File: config.mk
export PLATFORM = sky130hd
export DESIGN_NAME = ssic_top
export DESIGN_NICKNAME = d
export VERILOG_FILES = /design/src/ssic_pkg.sv /design/src/ssic_lane_gate.sv /design/src/ssic_top.sv
export VERILOG_INCLUDE_DIRS = /design/src
export SDC_FILE = /design/constraint.sdc
export NUM_CORES = 1
export LEC_CHECK = 0
export BUFFER_PORTS_ARGS = -buffer_cell sky130_fd_sc_hd__buf_2
export CORE_MARGIN = 2
export CORE_UTILIZATION = 49
export CTS_CLUSTER_SIZE = 30
export DETAILED_ROUTE_END_ITERATION = 8
export PLACE_DENSITY = 0.82
export SYNTH_ARGS = -nofsm -noshare
export SYNTH_HDL_FRONTEND = slang
export SYNTH_SLANG_ARGS = --single-unit
export TNS_END_PERCENT = 30
File: constraint.sdc
create_clock -name CLK_IN -period 1.9 [get_ports CLK_IN]
set_clock_uncertainty 0.05 [all_clocks]
set_input_delay 0.19 -clock CLK_IN [delete_from_list [all_inputs] [get_ports CLK_IN]]
set_output_delay 0.19 -clock CLK_IN [all_outputs]
set_load 0.01 [all_outputs]
File: src/ssic_consts.svh
`ifndef SSIC_CONSTS_SVH
`define SSIC_CONSTS_SVH
`define SSIC_ADDR_W       20
`define SSIC_LANES        4
`define SSIC_LANE_W       8
`define SSIC_BURST_W      2
`define SSIC_CNT_RESET    2'h0
`endif

File: src/ssic_pkg.sv
package ssic_pkg;
    typedef enum logic [1:0] {
        SSIC_DESELECTED,
        SSIC_FIRST,
        SSIC_ACTIVE
    } ssic_state_e;
endpackage

File: src/ssic_lane_gate.sv
`timescale 1ns/100ps
`include "ssic_consts.svh"
module ssic_lane_gate #(
    parameter int LANE_W = `SSIC_LANE_W
) (
    input  wire logic              write_go_in,   // Write accepted this edge
    input  wire logic              lane_sel_n_in, // Byte-lane write select, low active
    input  wire logic [LANE_W-1:0] data_in,       // Byte to write
    input  wire logic              parity_in,     // Parity bit of the byte
    output logic                   lane_we_out,   // Lane write strobe
    output logic [LANE_W:0]        word_out       // Parity and data together
);
    assign lane_we_out = write_go_in & ~lane_sel_n_in; // see R02
    assign word_out    = {parity_in, data_in};
endmodule

File: src/ssic_top.sv
// Overview of operation
// Address captured on rising clock edge
// Low byte selects write own byte, parity
// Low write strobe starts write, qualified
// Load/advance high steps burst counter
// Load/advance low loads new address
// Controller loads address after deselect
// Act only on edges with qualify low
// Selects one and three active low
// Select two active high, combined
// Qualify high holds cycle, keeps selection
// Strap picks interleaved or linear order
// Outputs float on write, first, deselect
// Lane selects ignored unless writing selected
`timescale 1ns/100ps
`include "ssic_consts.svh"
module ssic_top #(
    parameter int ADDR_W  = `SSIC_ADDR_W,
    parameter int LANES   = `SSIC_LANES,
    parameter int LANE_W  = `SSIC_LANE_W
) (
    input  wire logic                      CLK_IN,               // Clock
    input  wire logic                      RESETN_IN,            // Async reset, low active
    input  wire logic [ADDR_W-1:0]         ADDRESS_IN,           // Address incl bits one, zero
    input  wire logic [LANES-1:0]          BYTE_LANE_WRITE_SEL_N_IN, // Lane selects, low active
    input  wire logic                      WRITE_STROBE_N_IN,    // Write strobe, low active
    input  wire logic                      BURST_STEP_OR_FETCH_IN, // High step, low load
    input  wire logic                      CLOCK_QUALIFY_N_IN,   // Clock qualify, low active
    input  wire logic                      CHIP_SELECT_ONE_N_IN, // Select one, low active
    input  wire logic                      CHIP_SELECT_TWO_IN,   // Select two, high active
    input  wire logic                      CHIP_SELECT_THREE_N_IN, // Select three, low active
    input  wire logic                      BURST_ORDER_IN,       // High interleaved, low linear
    input  wire logic [LANES*LANE_W-1:0]   WRITE_DATA_IN,        // Write data
    input  wire logic [LANES-1:0]          PARITY_LANE_IN,       // Write parity per lane
    output logic [ADDR_W-1:0]              ACCESS_ADDR_OUT,      // Current array address
    output logic [LANES-1:0]               LANE_WRITE_OUT,       // Lane write strobes
    output logic [LANES*(LANE_W+1)-1:0]    ARRAY_WDATA_OUT,      // Parity and data per lane
    output logic                           READ_GO_OUT,          // Read access this cycle
    output logic                           SELECTED_OUT,         // Device selected
    output logic                           OUTPUT_FLOAT_OUT      // Data outputs must float
);
    localparam int BW = `SSIC_BURST_W;

    ssic_pkg::ssic_state_e state_r;
    ssic_pkg::ssic_state_e state_nxt;
    logic [ADDR_W-1:0]     base_r;
    logic [BW-1:0]         cnt_r;
    logic                  write_r;
    logic                  order_r;
    logic                  order_taken_r;
    logic [ADDR_W-1:0]     addr_r;
    logic [LANES-1:0]      lane_we_r;
    logic [LANES*(LANE_W+1)-1:0] wdata_r;
    logic                  read_r;
    logic                  sel_r;
    logic                  float_r;

    // Selection, load, step and deselect decode
    wire edge_ok    = ~CLOCK_QUALIFY_N_IN; // see R07
    wire chip_sel   = ~CHIP_SELECT_ONE_N_IN & ~CHIP_SELECT_THREE_N_IN
                    & CHIP_SELECT_TWO_IN;
    wire do_load    = edge_ok & chip_sel & ~BURST_STEP_OR_FETCH_IN;
    wire do_step    = edge_ok & BURST_STEP_OR_FETCH_IN
                    & (state_r != ssic_pkg::SSIC_DESELECTED);
    wire do_desel   = edge_ok & ~chip_sel & ~BURST_STEP_OR_FETCH_IN;
    wire write_now  = do_load ? ~WRITE_STROBE_N_IN : write_r;
    // Burst position for the loaded base, either order
    wire [BW-1:0] cnt_nxt   = do_load ? `SSIC_CNT_RESET : cnt_r + {{(BW-1){1'b0}}, 1'b1};
    wire [ADDR_W-1:0] base_nxt = do_load ? ADDRESS_IN : base_r;
    wire [BW-1:0] low_lin   = base_nxt[BW-1:0] + cnt_nxt;
    wire [BW-1:0] low_int   = base_nxt[BW-1:0] ^ cnt_nxt;
    wire [BW-1:0] low_sel   = order_r ? low_int : low_lin;
    wire [ADDR_W-1:0] addr_nxt = {base_nxt[ADDR_W-1:BW], low_sel};
    wire access_go  = do_load | do_step;
    wire write_go   = access_go & write_now;
    wire [LANES-1:0] lane_we;
    wire [LANES*(LANE_W+1)-1:0] lane_word;

    genvar g;
    generate
        for (g = 0; g < LANES; g++) begin : g_lane
            ssic_lane_gate #(.LANE_W(LANE_W)) u_lane (
                .write_go_in   (write_go),
                .lane_sel_n_in (BYTE_LANE_WRITE_SEL_N_IN[g]),
                .data_in       (WRITE_DATA_IN[g*LANE_W +: LANE_W]),
                .parity_in     (PARITY_LANE_IN[g]),
                .lane_we_out   (lane_we[g]),
                .word_out      (lane_word[g*(LANE_W+1) +: LANE_W+1])
            );
        end
    endgenerate

    // Next state; a deselect outranks a load
    always_comb begin
        state_nxt = state_r;
        if (do_desel) begin
            state_nxt = ssic_pkg::SSIC_DESELECTED;
        end else if (do_load) begin
            state_nxt = (state_r == ssic_pkg::SSIC_DESELECTED) ?
                        ssic_pkg::SSIC_FIRST : ssic_pkg::SSIC_ACTIVE;
        end else if (do_step) begin
            state_nxt = ssic_pkg::SSIC_ACTIVE;
        end
        case (state_r)
            ssic_pkg::SSIC_DESELECTED: ;
            ssic_pkg::SSIC_FIRST:      ;
            ssic_pkg::SSIC_ACTIVE:     ;
            default: state_nxt = ssic_pkg::SSIC_DESELECTED;
        endcase
    end

    // Strap caught once after reset release
    always_ff @(posedge CLK_IN or negedge RESETN_IN) begin
        if (!RESETN_IN) begin
            order_r       <= 1'b1;
            order_taken_r <= 1'b0;
        end else if (!order_taken_r) begin
            order_r       <= BURST_ORDER_IN;
            order_taken_r <= 1'b1;
        end
    end

    // State and burst counter move on qualified edges only
    always_ff @(posedge CLK_IN or negedge RESETN_IN) begin
        if (!RESETN_IN) begin
            state_r <= ssic_pkg::SSIC_DESELECTED;
            base_r  <= '0;
            cnt_r   <= `SSIC_CNT_RESET;
            write_r <= 1'b0;
        end else if (edge_ok) begin
            state_r <= state_nxt;
            if (access_go) begin
                base_r  <= base_nxt;
                cnt_r   <= cnt_nxt;
                write_r <= write_now;
            end
        end
    end

    // Pulses clear on stalled edges, levels hold
    always_ff @(posedge CLK_IN or negedge RESETN_IN) begin
        if (!RESETN_IN) begin
            addr_r    <= '0;
            lane_we_r <= '0;
            wdata_r   <= '0;
            read_r    <= 1'b0;
            sel_r     <= 1'b0;
            float_r   <= 1'b1;
        end else begin
            lane_we_r <= lane_we;
            read_r    <= access_go & ~write_now;
            if (access_go) begin
                addr_r  <= addr_nxt;
                wdata_r <= lane_word;
            end
            if (edge_ok) begin
                sel_r   <= state_nxt != ssic_pkg::SSIC_DESELECTED;
                float_r <= (state_nxt != ssic_pkg::SSIC_ACTIVE) | write_now;
            end
        end
    end

    assign ACCESS_ADDR_OUT  = addr_r;
    assign LANE_WRITE_OUT   = lane_we_r;
    assign ARRAY_WDATA_OUT  = wdata_r;
    assign READ_GO_OUT      = read_r;
    assign SELECTED_OUT     = sel_r;
    assign OUTPUT_FLOAT_OUT = float_r;

    // Checks on the registered outputs
    a_hold_on_qualify: assert property (@(posedge CLK_IN) disable iff (!RESETN_IN)
        CLOCK_QUALIFY_N_IN |=> $stable(SELECTED_OUT) && LANE_WRITE_OUT == '0)
        else $error("qualify high did not hold the cycle");
    a_load_address: assert property (@(posedge CLK_IN) disable iff (!RESETN_IN)
        do_load && !order_r |=> ACCESS_ADDR_OUT == $past(ADDRESS_IN))
        else $error("load did not take address");
    a_step_linear: assert property (@(posedge CLK_IN) disable iff (!RESETN_IN)
        do_step && !order_r ##1 do_step && !order_r
        |=> ACCESS_ADDR_OUT[1:0] == $past(ACCESS_ADDR_OUT[1:0]) + 2'h1)
        else $error("burst step wrong");
    a_select_combine: assert property (@(posedge CLK_IN) disable iff (!RESETN_IN)
        edge_ok && !BURST_STEP_OR_FETCH_IN |=> SELECTED_OUT == $past(chip_sel))
        else $error("selection wrong");
    a_select_two: assert property (@(posedge CLK_IN) disable iff (!RESETN_IN)
        edge_ok && !BURST_STEP_OR_FETCH_IN && !CHIP_SELECT_TWO_IN |=> !SELECTED_OUT)
        else $error("select two low did not deselect");
    a_write_lanes: assert property (@(posedge CLK_IN) disable iff (!RESETN_IN)
        do_load && !WRITE_STROBE_N_IN |=> LANE_WRITE_OUT == ~$past(BYTE_LANE_WRITE_SEL_N_IN))
        else $error("lane writes wrong");
    a_no_write_read: assert property (@(posedge CLK_IN) disable iff (!RESETN_IN)
        do_load && WRITE_STROBE_N_IN |=> LANE_WRITE_OUT == '0 && READ_GO_OUT)
        else $error("write on read cycle");
    a_write_gate: assert property (@(posedge CLK_IN) disable iff (!RESETN_IN)
        LANE_WRITE_OUT != '0 |-> $past(edge_ok))
        else $error("write without qualify");
    a_float_first: assert property (@(posedge CLK_IN) disable iff (!RESETN_IN)
        !SELECTED_OUT ##1 SELECTED_OUT |-> OUTPUT_FLOAT_OUT)
        else $error("outputs not floated on first cycle");

    // Float and hold behaviour
    a_float_deselect: assert property (@(posedge CLK_IN) disable iff (!RESETN_IN)
        !SELECTED_OUT |-> OUTPUT_FLOAT_OUT)
        else $error("outputs not floated while deselected");
    a_float_write: assert property (@(posedge CLK_IN) disable iff (!RESETN_IN)
        LANE_WRITE_OUT != '0 |-> OUTPUT_FLOAT_OUT)
        else $error("outputs not floated on write");
    a_read_drives: assert property (@(posedge CLK_IN) disable iff (!RESETN_IN)
        READ_GO_OUT && $past(SELECTED_OUT) |-> !OUTPUT_FLOAT_OUT)
        else $error("outputs floated on a selected read");
    a_step_deselected: assert property (@(posedge CLK_IN) disable iff (!RESETN_IN)
        edge_ok && BURST_STEP_OR_FETCH_IN && !SELECTED_OUT
        |=> !SELECTED_OUT && LANE_WRITE_OUT == '0 && !READ_GO_OUT)
        else $error("step acted while deselected");
    a_hold_access: assert property (@(posedge CLK_IN) disable iff (!RESETN_IN)
        CLOCK_QUALIFY_N_IN |=> !READ_GO_OUT && $stable(ACCESS_ADDR_OUT))
        else $error("qualify high started an access");

    // Main scenarios
    c_write_burst: cover property (@(posedge CLK_IN) do_load && !WRITE_STROBE_N_IN ##1 do_step);
    c_read_burst: cover property (@(posedge CLK_IN) do_load && WRITE_STROBE_N_IN ##1 do_step);
    c_suspend: cover property (@(posedge CLK_IN) SELECTED_OUT && CLOCK_QUALIFY_N_IN [*3]);
    c_deselect: cover property (@(posedge CLK_IN) SELECTED_OUT ##1 !SELECTED_OUT);
    c_interleave_step: cover property (@(posedge CLK_IN) do_step && order_r);
endmodule

==> results of run 1 <==
routing by layer:
| metal | up-vias | share of wire, % | wire length [um] |
|---|---|---|---|
| met5 | - | 0 | 0 |
| met4 | 0 | 1.3 | 98 |
| met3 | 10 | 4.5 | 356 |
| met2 | 79 | 52 | 4050 |
| met1 | 1302 | 43 | 3330 |
| li1 | 1271 | - | - |
area by class of cell:
cell class	count	share of cell area (%)
Sequential cell	90	45.4
Multi-Input combinational cell	182	28.1
Timing Repair Buffer	159	18.9
Clock buffer	11	3.05
Tap cell	99	2.49
Clock inverter	4	1.99
Inverter	1	0.0755
cell usage in the layout, fill, tap and decap left out, types with 2 or more instances in the layout:
cell	n
sky130_fd_sc_hd__a22o_1	2
sky130_fd_sc_hd__buf_12	2
sky130_fd_sc_hd__buf_2	130
sky130_fd_sc_hd__buf_4	8
sky130_fd_sc_hd__bufinv_16	3
sky130_fd_sc_hd__clkbuf_8	11
sky130_fd_sc_hd__dfrtp_1	88
sky130_fd_sc_hd__dfstp_2	2
sky130_fd_sc_hd__dlygate4sd3_1	19
sky130_fd_sc_hd__mux2_2	8
sky130_fd_sc_hd__mux2_4	30
sky130_fd_sc_hd__mux2i_1	18
sky130_fd_sc_hd__nand2_1	64
sky130_fd_sc_hd__nand3_1	2
sky130_fd_sc_hd__nor2_1	11
sky130_fd_sc_hd__nor3b_4	2
sky130_fd_sc_hd__o21ai_0	20
sky130_fd_sc_hd__xnor2_1	5
sequential cells by signal (all words and copies together) (netlist names):
name	cells
ARRAY_WDATA_OUT	36
ACCESS_ADDR_OUT	20
base_r	20
LANE_WRITE_OUT	4
cnt_r	2
state_r	2
OUTPUT_FLOAT_OUT	1
READ_GO_OUT	1
SELECTED_OUT	1
order_r	1
order_taken_r	1
write_r	1
through the flow:
stage               hold slack (ns)  setup slack (ns)
finish                       0.0112             0.170
global route               0.000575            0.0436
CTS                         0.00209             0.162
detailed placement            0.218             0.109
global placement              0.215             0.146
floorplan                    -0.156           0.00106
worst max-delay path, stage by stage, from the launching register on:
cell                      delay, ns
sky130_fd_sc_hd__dfrtp_1       0.46
sky130_fd_sc_hd__nor2_2        0.10
sky130_fd_sc_hd__nor3b_4       0.34
sky130_fd_sc_hd__buf_4         0.33
sky130_fd_sc_hd__mux2i_1       0.21
sky130_fd_sc_hd__o21ai_0       0.10
cell families (layout without fill, tap and decap cells):
group / after synthesis / in the layout
flip-flops: 90 / 90
XOR/XNOR: 7 / 7
buffers and inverters: 14 / 175
other: 1 / 1
AO/OA/AOI/OAI: 27 / 27
multiplexers: 56 / 56
adder cells (fa/ha/maj): 1 / 1
AND/OR/NAND/NOR: 90 / 90
path summary, 6_finish.rpt:
| path | from | slack, ns | cells past startpoint | to |
|---|---|---|---|---|
| min in group asynchronous | RESETN_IN | 0.36 | 3 | base_r[15] |
| max in group asynchronous | RESETN_IN | 1.02 | 3 | OUTPUT_FLOAT_OUT |
| hold reg to reg | base_r[13] | 0.43 | 2 | base_r[13] |
| hold / removal | ADDRESS_IN[7] | 0.01 | 3 | base_r[7] |
| setup / recovery | state_r[0] | 0.17 | 5 | ACCESS_ADDR_OUT[11] |
| setup reg to reg | state_r[0] | 0.17 | 5 | ACCESS_ADDR_OUT[11] |
power breakdown:
| group | internal, W | switching, W | leakage (nW) |
|---|---|---|---|
| Combinational | 0.000949 | 0.000760 | 1.37 |
| Sequential | 0.00247 | 0.000313 | 1.12 |
| Clock | 0.000941 | 0.000638 | 0.126 |
| Total | 0.00436 | 0.00171 | 2.61 |
==> flow_summary_export.csv, run 1 <==
group,metric,value,unit
synth,post_synth_xor_area_fraction,1.65,%
floorplanning,die_width,91.0,um
clock_tree,post_cts_buffers,0,
synth,synth_area_leaders,"sky130_fd_sc_hd__dfrtp_1, sky130_fd_sc_hd__mux2_4, sky130_fd_sc_hd__nand2_1",
floorplanning,initial_core_util,50.9,%
place,numPlacedInstances,512,
synth,post-synth-top-area-fraction,59.4,%
global_route,antenna_found_initial,0,
clock_tree,clock_tree.buffer_depth,2,
clock_tree,worstSkewPairLatency,0.34,ns
cells_and_area,multi_input_area,1400,sq um
critical_path,critPathRequiredTime,2.06,ns
synth,synth_common_cells,"sky130_fd_sc_hd__dfrtp_1, sky130_fd_sc_hd__nand2_1, sky130_fd_sc_hd__mux2_4",
floorplanning,design.core.area,7290,sq um
timing,rsz0062_at_grt,"no",
critical_path,worst-path-max-fanout,14,
cells_and_area,num-nets-final,513,
detailed_routing,detailedRoute.firstPassIterationCount,4,
timing,finalHoldViolations,0,
synth,synth.yosys.seq_area_share,60.8,%
synth,synth-edff-count,0,
clock_tree,cts_tree,"built",
synth,synth.lib_cells_used.distinct,33,
synth,synth.ff_latch_count,90,
place,hpwlAfterDp,5290,um
global_route,met1_grt_util,25.6,%
synth,synthesis.instances,286,
global_route,use_met2,32.0,%
critical_path,crit_path_start_kind,"flip-flop",
cells_and_area,postLayoutCellArea,4970,sq um
synth,synth_area_per_cell,13.0,sq um
global_route,met3_usage,3.73,%
cells_and_area,area.sequential,2250,sq um
floorplanning,chipHeight,91.0,um
synth,most_frequent_cell_after_synthesis,"sky130_fd_sc_hd__dfrtp_1",
timing,period_share,91.0,%
power,post-layout-total-power,0.00607,W
detailed_routing,route.final.wire_length,7830,um
synth,asyncSetResetFlopFracSynth,100,%
power,static-leakage-power,2.61,nW
clock_tree,clock_tree.htree_level_count,3,
detailed_routing,initial_drt_markers,104,
synth,synth_fa_ha_area_share,0.337,%
synth,syn-cell-area,3710,sq um
synth,post_synth_mux_area_share,19.4,%
synth,dominantRegCellSynth,"sky130_fd_sc_hd__dfrtp_1",
clock_tree,numClockSinks,90,
global_route,globalRoute.busiestLayer,"met2",
cells_and_area,area_delta_synth_final,34.0,%
synth,syn-num-nets,356,
cells_and_area,filler_cell_count,564,
timing,final-max-slew-violation-count,0,
floorplanning,io_pins,132,
detailed_routing,antenna_violating_nets_post_route,0,
critical_path,critical_path.endpoint_type,"flip-flop",
timing,max_freq,578,MHz
cells_and_area,final_core_utilization,68.2,%
global_route,via_count_of_the_first_global_routing_pass,2647,
global_route,first_pass_grt_wire_length,12800,um
cells_and_area,layoutNonFillerInstCount,546,
floorplanning,placementRows,31,
global_route,grt_max_degree,91,
timing,fin_crit,1.73,ns
detailed_routing,route.detailed.vias_per_inst,4.88,
synth,yosysWarningCount,0,
clock_tree,clk_root_buffer_cell,"sky130_fd_sc_hd__clkbuf_8",
place,gpl.final_weighted_congestion,0.772,
critical_path,arrival,1.89,ns
critical_path,timing.setup.critical_path_class,"reg2reg",
job,maxCapViolations,0,
global_route,grt_overflow_total,0,
hold_path,hold_path.class,"in2reg",
power,ir_worst_vdd,0.714,mV
power,p_per_area,1220,nW/um^2
detailed_routing,wire_per_inst,14.3,um
clock_tree,clkSlewWorstSetupHoldPaths,0.09,ns
synth,synthSimpleGateAreaFrac,10.9,%
clock_tree,post_cts_resized,0,
place,io_buffer_count,131,
global_route,gr-usage-all-layers,19.4,%
place,placed_cell_area,4530,sq um
detailed_routing,number_of_drc_violations_after_detailed_routing,0,
synth,compound_gate_fraction_of_synth_area,4.25,%
cells_and_area,drive_above_1_share,46.1,%
clock_tree,cts_buffers,9,
status,outcome,"completed",
floorplanning,die-area,8280,sq um
synth,largest_family_of_logic_cells_by_synthesized_area,"multiplexers",
timing,setup_violations,0,
timing,fin_setup_tns,0,ns
clock_tree,cts_hold_repair.buffers,14,
synth,post-synth-top-area-cell,"sky130_fd_sc_hd__dfrtp_1",
cells_and_area,antenna_cells_inserted,0,
detailed_routing,detailroute.via_count,2662,
(Power assumes the default switching activity.)
==> run 2: changes to the inputs <==
- ABC_AREA: default -> 1
- CORE_MARGIN: 2 -> default
==> run 2 against run 1 <==
Net effect: critical path depth increased by 3; critical endpoint is now cnt_r[1]; synthesized area decreased by 3.4%; final area decreased by 0.83%; combinational power decreased by 2%; non-clock buffer count increased by 21; register-to-register slack improved by 0.19 ns; first-iteration DRC count increased by 42%; largest power group unchanged.
==> flow_summary_export.csv, run 2 <==
group,metric,value,unit
status,outcome,"completed",
cells_and_area,final_core_utilization,71.0,%
timing,fin_crit,1.54,ns
power,ir_worst_vdd,0.643,mV
timing,finalHoldViolations,0,
synth,dominantRegCellSynth,"sky130_fd_sc_hd__dfrtp_1",
timing,relative_max_transition_margin,63.1,%
hold_path,min_delay_path_depth,3,
place,post-place-ws,0.0905,ns
cells_and_area,area_delta_synth_final,37.5,%
critical_path,worst_path_max_delay_cell,"sky130_fd_sc_hd__dfrtp_1",
synth,synth_area_per_cell,9.10,sq um
clock_tree,post_cts_buffers,0,
synth,synthesis.instances,394,
detailed_routing,antenna_violating_nets_post_route,0,
job,maxCapViolations,0,
synth,post-synth-top-area-cell,"sky130_fd_sc_hd__dfrtp_1",
clock_tree,cts_tree,"built",
clock_tree,clock_tree.htree_level_count,3,
place,io_buffer_count,131,
power,power_frac_seq,49.0,%
global_route,grt_max_degree,43,
synth,synth_common_cells,"sky130_fd_sc_hd__nand2_1, sky130_fd_sc_hd__dfrtp_1, sky130_fd_sc_hd__inv_1",
floorplanning,initial_core_util,51.6,%
critical_path,crit_path_start_kind,"flip-flop",
synth,post-synth-top-area-fraction,61.5,%
clock_tree,clock_tree.buffer_depth,2,
clock_tree,numClockSinks,90,
global_route,via_count_of_the_first_global_routing_pass,3057,
global_route,antenna_found_initial,0,
cells_and_area,filler_cell_count,543,
critical_path,critical_path.endpoint_type,"flip-flop",
synth,synth-edff-count,0,
critical_path,arrival,1.74,ns
synth,syn-cell-area,3580,sq um
floorplanning,chipHeight,87.5,um
detailed_routing,wire_per_inst,13.0,um
timing,fin_setup_tns,0,ns
cells_and_area,num-nets-final,638,
place,gpl.final_weighted_congestion,0.769,
timing,rsz0062_at_grt,"no",
synth,syn-num-nets,464,
global_route,gr-usage-all-layers,24.0,%
detailed_routing,route.final.wire_length,8710,um
synth,synth.lib_cells_used.distinct,25,
place,numPlacedInstances,613,
detailed_routing,detailedRoute.firstPassIterationCount,4,
clock_tree,clkSlewWorstSetupHoldPaths,0.09,ns
floorplanning,die-area,7660,sq um
synth,yosysWarningCount,0,
clock_tree,clk_root_buffer_cell,"sky130_fd_sc_hd__clkbuf_8",
critical_path,timing.setup.critical_path_class,"reg2reg",
critical_path,worst-path-max-fanout,37,
clock_tree,cts_buffers,9,
floorplanning,design.core.area,6940,sq um
cells_and_area,area.sequential,2250,sq um
critical_path,critPathRequiredTime,2.10,ns
global_route,grt_overflow_total,0,
power,p_per_area,1140,nW/um^2
cells_and_area,drive_above_1_share,30.9,%
timing,max_freq,649,MHz
synth,asyncSetResetFlopFracSynth,100,%
power,power.share.clock,21.2,%
cells_and_area,antenna_cells_inserted,0,
floorplanning,die_width,87.5,um
cells_and_area,layoutNonFillerInstCount,669,
timing,period_share,81.1,%
detailed_routing,number_of_drc_violations_after_detailed_routing,0,
global_route,first_pass_grt_wire_length,14000,um
synth,synth_area_leaders,"sky130_fd_sc_hd__dfrtp_1, sky130_fd_sc_hd__nand2_1, sky130_fd_sc_hd__o21ai_2",
power,switching_power,0.00190,W
cells_and_area,final_common_cell,"sky130_fd_sc_hd__nand2_1",
critical_path,crit_top_cell,"sky130_fd_sc_hd__nand2_1",
clock_tree,worstSkewPairLatency,0.35,ns
detailed_routing,route.detailed.vias_per_inst,4.71,
power,combinational_share_of_power,29.8,%
floorplanning,placementRows,30,
timing,final.setup.worst_slack,0.360,ns
timing,final-max-slew-violation-count,0,
critical_path,reg2regPathDepth,8,
power,internal_power_contribution,0.00370,W
timing,worst_hold_slack,0.0273,ns
place,hpwlAfterDp,5500,um
cells_and_area,number_of_flip_flops_in_the_largest_register,36,
hold_path,hold_path.class,"in2reg",
synth,synth.yosys.seq_area_share,62.9,%
detailed_routing,detailroute.via_count,3150,
cells_and_area,layout.cells.most_common_list,"sky130_fd_sc_hd__nand2_1, sky130_fd_sc_hd__buf_2, sky130_fd_sc_hd__dfrtp_1",
timing,setup_violations,0,
timing,worst_pin_slew,0.554,ns
detailed_routing,initial_drt_markers,148,
floorplanning,io_pins,132,
cells_and_area,multi_input_area,1120,sq um
synth,synth.ff_latch_count,90,
critical_path,crit_chain,"nor2_1 -> inv_1 -> nand2_1 -> nand2_2 -> inv_2 -> buf_12 -> nand2_1 -> o21ai_0",
power,static-leakage-power,2.80,nW
critical_path,crit_path_max_incr_delay,0.40,ns
power,p_sw_share,34.0,%
synth,most_frequent_cell_after_synthesis,"sky130_fd_sc_hd__nand2_1",
==> run 2: cell count changes in the layout (fill, tap and decap cells not counted), sizes merged, moves of 4 or more <==
cell         change
dlygate4sd3     +21
mux2            -35
xnor2            -6
o21ai            +4
nand2          +142
inv             +28
mux2i           -18
clkinvlp         +4
==> run 2: cell families after synthesis <==
group	share of synthesized area (%)
AO/OA/AOI/OAI	5.27
buffers and inverters	5.90
AND/OR/NAND/NOR	24.5
multiplexers	0.943
adder cells (fa/ha/maj)	0.349
flip-flops	62.9
other	0.105
==> run 2: metal layers <==
| metal | vias to the layer above | global-route usage [%] | part of all wire, % |
|---|---|---|---|
| met5 | - | 0 | 0 |
| met4 | 0 | 10.9 | 1.6 |
| met3 | 14 | 3.89 | 4.1 |
| met2 | 93 | 43.0 | 53 |
| met1 | 1499 | 28.5 | 42 |
| li1 | 1544 | - | - |
==> run 2: repair_timing <==
action                    CTS  global route
gates resized for setup     0             0
hold buffers               40             0
hold endpoints to repair   77             0
==> run 2: metrics by stage <==
step	power [W]	cell area (sq um)
6_report	0.00560	4930
5_1_grt	0.00598	4930
4_1_cts	0.00563	4930
3_5_place_dp	0.00437	4350
3_3_place_gp	0.00428	4350
2_1_floorplan	0.00363	3580
==> run 2: path summary, 6_finish.rpt <==
path                               startpoint                  end  slack (ns)
hold reg to reg            ACCESS_ADDR_OUT[0]   ACCESS_ADDR_OUT[0]        0.42
setup / recovery                   state_r[1]             cnt_r[1]        0.36
setup reg to reg                   state_r[1]             cnt_r[1]        0.36
hold / removal              PARITY_LANE_IN[2]  ARRAY_WDATA_OUT[26]        0.03
min in group asynchronous           RESETN_IN           base_r[17]        0.32
max in group asynchronous           RESETN_IN     OUTPUT_FLOAT_OUT        0.85
==> run 2: area by class of cell <==
cell class / instances / area share (%)
inverters: 28 / 2.13
repair buffers: 180 / 23.4
well taps: 96 / 2.44
multi-input cells: 259 / 22.7
flip-flops and latches: 90 / 45.7
clock buffers: 11 / 2.87
clock inverters: 5 / 0.787
==> run 2: power by group through the flow <==
stage	combinational (W)	sequential (W)	clock (W)
2_1_floorplan	0.000664	0.00296	0
3_3_place_gp	0.00154	0.00275	0
4_1_cts	0.00168	0.00273	0.00122
5_1_grt	0.00189	0.00281	0.00129
3_5_place_dp	0.00161	0.00276	0
6_report	0.00167	0.00274	0.00119
==> run 2: critical path: cells and delay by family, from the launching register on <==
family                 cells  cell delay, ns
buffers and inverters      3            0.49
AND/OR/NAND/NOR            4            0.42
flip-flops                 1            0.40
AO/OA/AOI/OAI              1            0.08
==> run 3: changes to the inputs <==
- ABC_AREA: 1 -> 0
- CORE_UTILIZATION: 49 -> 45
- PLACE_DENSITY: 0.82 -> 0.79
- clock period: 1.9 -> 1.35 ns (I/O delays scaled with it)
==> run 3 against run 2 <==
Net effect: the run now ends with negative setup slack left; global-route usage decreased by 0.81 points; critical path type unchanged; final area grew 14%; largest cell class unchanged; total power up 53%; cell count down 8.5%; worst setup slack got worse by 0.66 ns; sequential cell count is the same.
==> flow_summary_export.csv, run 3 (same netlist as run 1, synthesis figures left out) <==
group,metric,value,unit
status,outcome,"finished, violations left",
status,failed_checks,"negative setup slack",
floorplanning,initial_core_util,47.3,%
clock_tree,cts_tree,"built",
timing,setup_violations,63,
cells_and_area,num-nets-final,575,
floorplanning,design.core.area,7850,sq um
detailed_routing,detailroute.via_count,3008,
power,p_per_area,1530,nW/um^2
floorplanning,io_pins,132,
critical_path,arrival,1.85,ns
critical_path,worst-path-max-fanout,11,
clock_tree,clk_root_buffer_cell,"sky130_fd_sc_hd__clkbuf_8",
place,placed_cell_area,4620,sq um
clock_tree,clock_tree.htree_level_count,3,
cells_and_area,postLayoutCellArea,5630,sq um
detailed_routing,wire_per_inst,16.9,um
power,ir_worst_vdd,0.670,mV
detailed_routing,antenna_violating_nets_post_route,0,
critical_path,crit_path_start_kind,"flip-flop",
critical_path,critPathRequiredTime,1.55,ns
critical_path,timing.setup.critical_path_class,"reg2reg",
critical_path,flop2flop_setup_slack,-0.30,ns
clock_tree,cts_buffers,9,
timing,max_freq,606,MHz
timing,final-max-slew-violation-count,0,
place,io_buffer_count,131,
timing,fin_setup_tns,-14.44,ns
power,static-leakage-power,2.93,nW
job,maxCapViolations,0,
place,gpl.final_weighted_congestion,0.739,
clock_tree,clkSlewWorstSetupHoldPaths,0.10,ns
hold_path,hold_path.class,"in2reg",
detailed_routing,initial_drt_markers,97,
global_route,gr-usage-all-layers,23.2,%
global_route,grt_max_degree,41,
clock_tree,numClockSinks,90,
detailed_routing,route.detailed.vias_per_inst,4.92,
floorplanning,die_width,92.8,um
detailed_routing,route.final.wire_length,10300,um
place,hpwlAfterDp,5850,um
detailed_routing,detailedRoute.firstPassIterationCount,4,
global_route,first_pass_grt_wire_length,15100,um
cells_and_area,antenna_cells_inserted,0,
global_route,antenna_found_initial,0,
detailed_routing,number_of_drc_violations_after_detailed_routing,0,
global_route,via_count_of_the_first_global_routing_pass,3160,
timing,rsz0062_at_grt,"yes",
place,post-place-ws,-0.472,ns
cells_and_area,area_delta_synth_final,51.9,%
critical_path,critical_path.endpoint_type,"flip-flop",
cells_and_area,number_of_flip_flops_in_the_largest_register,36,
clock_tree,worstSkewPairLatency,0.37,ns
cells_and_area,drive_above_1_share,45.1,%
floorplanning,placementRows,32,
clock_tree,clock_tree.buffer_depth,2,
cells_and_area,final_common_cell,"sky130_fd_sc_hd__buf_2",
timing,fin_crit,1.65,ns
timing,final.setup.worst_slack,-0.300,ns
timing,finalHoldViolations,0,
global_route,grt_overflow_total,0,
floorplanning,die-area,8610,sq um
timing,period_share,122,%
cells_and_area,layout.cells.most_common_list,"sky130_fd_sc_hd__buf_2, sky130_fd_sc_hd__dfrtp_1, sky130_fd_sc_hd__nand2_1, sky130_fd_sc_hd__dlygate4sd3_1, sky130_fd_sc_hd__mux2_4",
floorplanning,chipHeight,92.8,um
run 3: area by class of cell:
type	instances	area [sq um]
Sequential cell	90	2250
Fill cell	531	2210
Timing Repair Buffer	221	1580
Multi-Input combinational cell	182	1470
Clock buffer	10	128
Tap cell	102	128
Clock inverter	6	68.8
Inverter	1	3.75
run 3: power by group:
part | internal [W] | switching, W | total [W]
combinational | 0.00156 | 0.00122 | 0.00278
clock | 0.000863 | 0.000993 | 0.00186
sequential | 0.00348 | 0.000479 | 0.00396
run 3: worst paths after layout:
path	cells past startpoint	startpoint	endpoint
max	6	state_r[1]	ARRAY_WDATA_OUT[10]
min	5	CHIP_SELECT_THREE_N_IN	base_r[0]
max reg2reg	6	state_r[1]	ARRAY_WDATA_OUT[10]
min reg2reg	2	base_r[13]	base_r[13]
max in group asynchronous	3	RESETN_IN	base_r[1]
min in group asynchronous	2	RESETN_IN	ARRAY_WDATA_OUT[14]
run 3: worst max-delay path, cell delays in order (launching register included):
cell and delay [ns]:
sky130_fd_sc_hd__dfrtp_1 0.44, sky130_fd_sc_hd__nor2_4 0.15, sky130_fd_sc_hd__nor3b_4 0.06, sky130_fd_sc_hd__buf_6 0.13
sky130_fd_sc_hd__nor2_8 0.15, sky130_fd_sc_hd__clkbuf_16 0.21, sky130_fd_sc_hd__mux2_4 0.31
run 3: through the flow:
stage	util [%]	power (W)	std cells	hold WS, ns
after floorplan	-	0.00531	286	-0.211
after global placement	58.8	0.00629	526	0.0374
after detailed placement	58.8	0.00642	526	0.0394
after CTS	69.6	0.00840	605	0.137
after global routing	71.8	0.00904	612	0.187
final	71.8	0.00859	612	0.163
run 3: metal layers:
| layer | vias to the layer above | GRT usage [%] | share of wire (%) |
|---|---|---|---|
| li1 | 1394 | - | - |
| met1 | 1502 | 25.9 | 39 |
| met2 | 89 | 42.7 | 54 |
| met3 | 23 | 4.02 | 4.3 |
| met4 | 0 | 10.9 | 2.5 |
| met5 | - | 0 | 0 |
run 3: timing repair:
| item | 4_1_cts | 5_1_grt |
|---|---|---|
| hold buffers | 63 | 0 |
| gates resized for setup | 5 | 35 |
| setup endpoints to repair | 62 | 63 |
| hold endpoints to repair | 114 | 0 |
| pin swaps | 0 | 2 |
| gates cloned | 0 | 2 |
| buffers inserted | 0 | 5 |
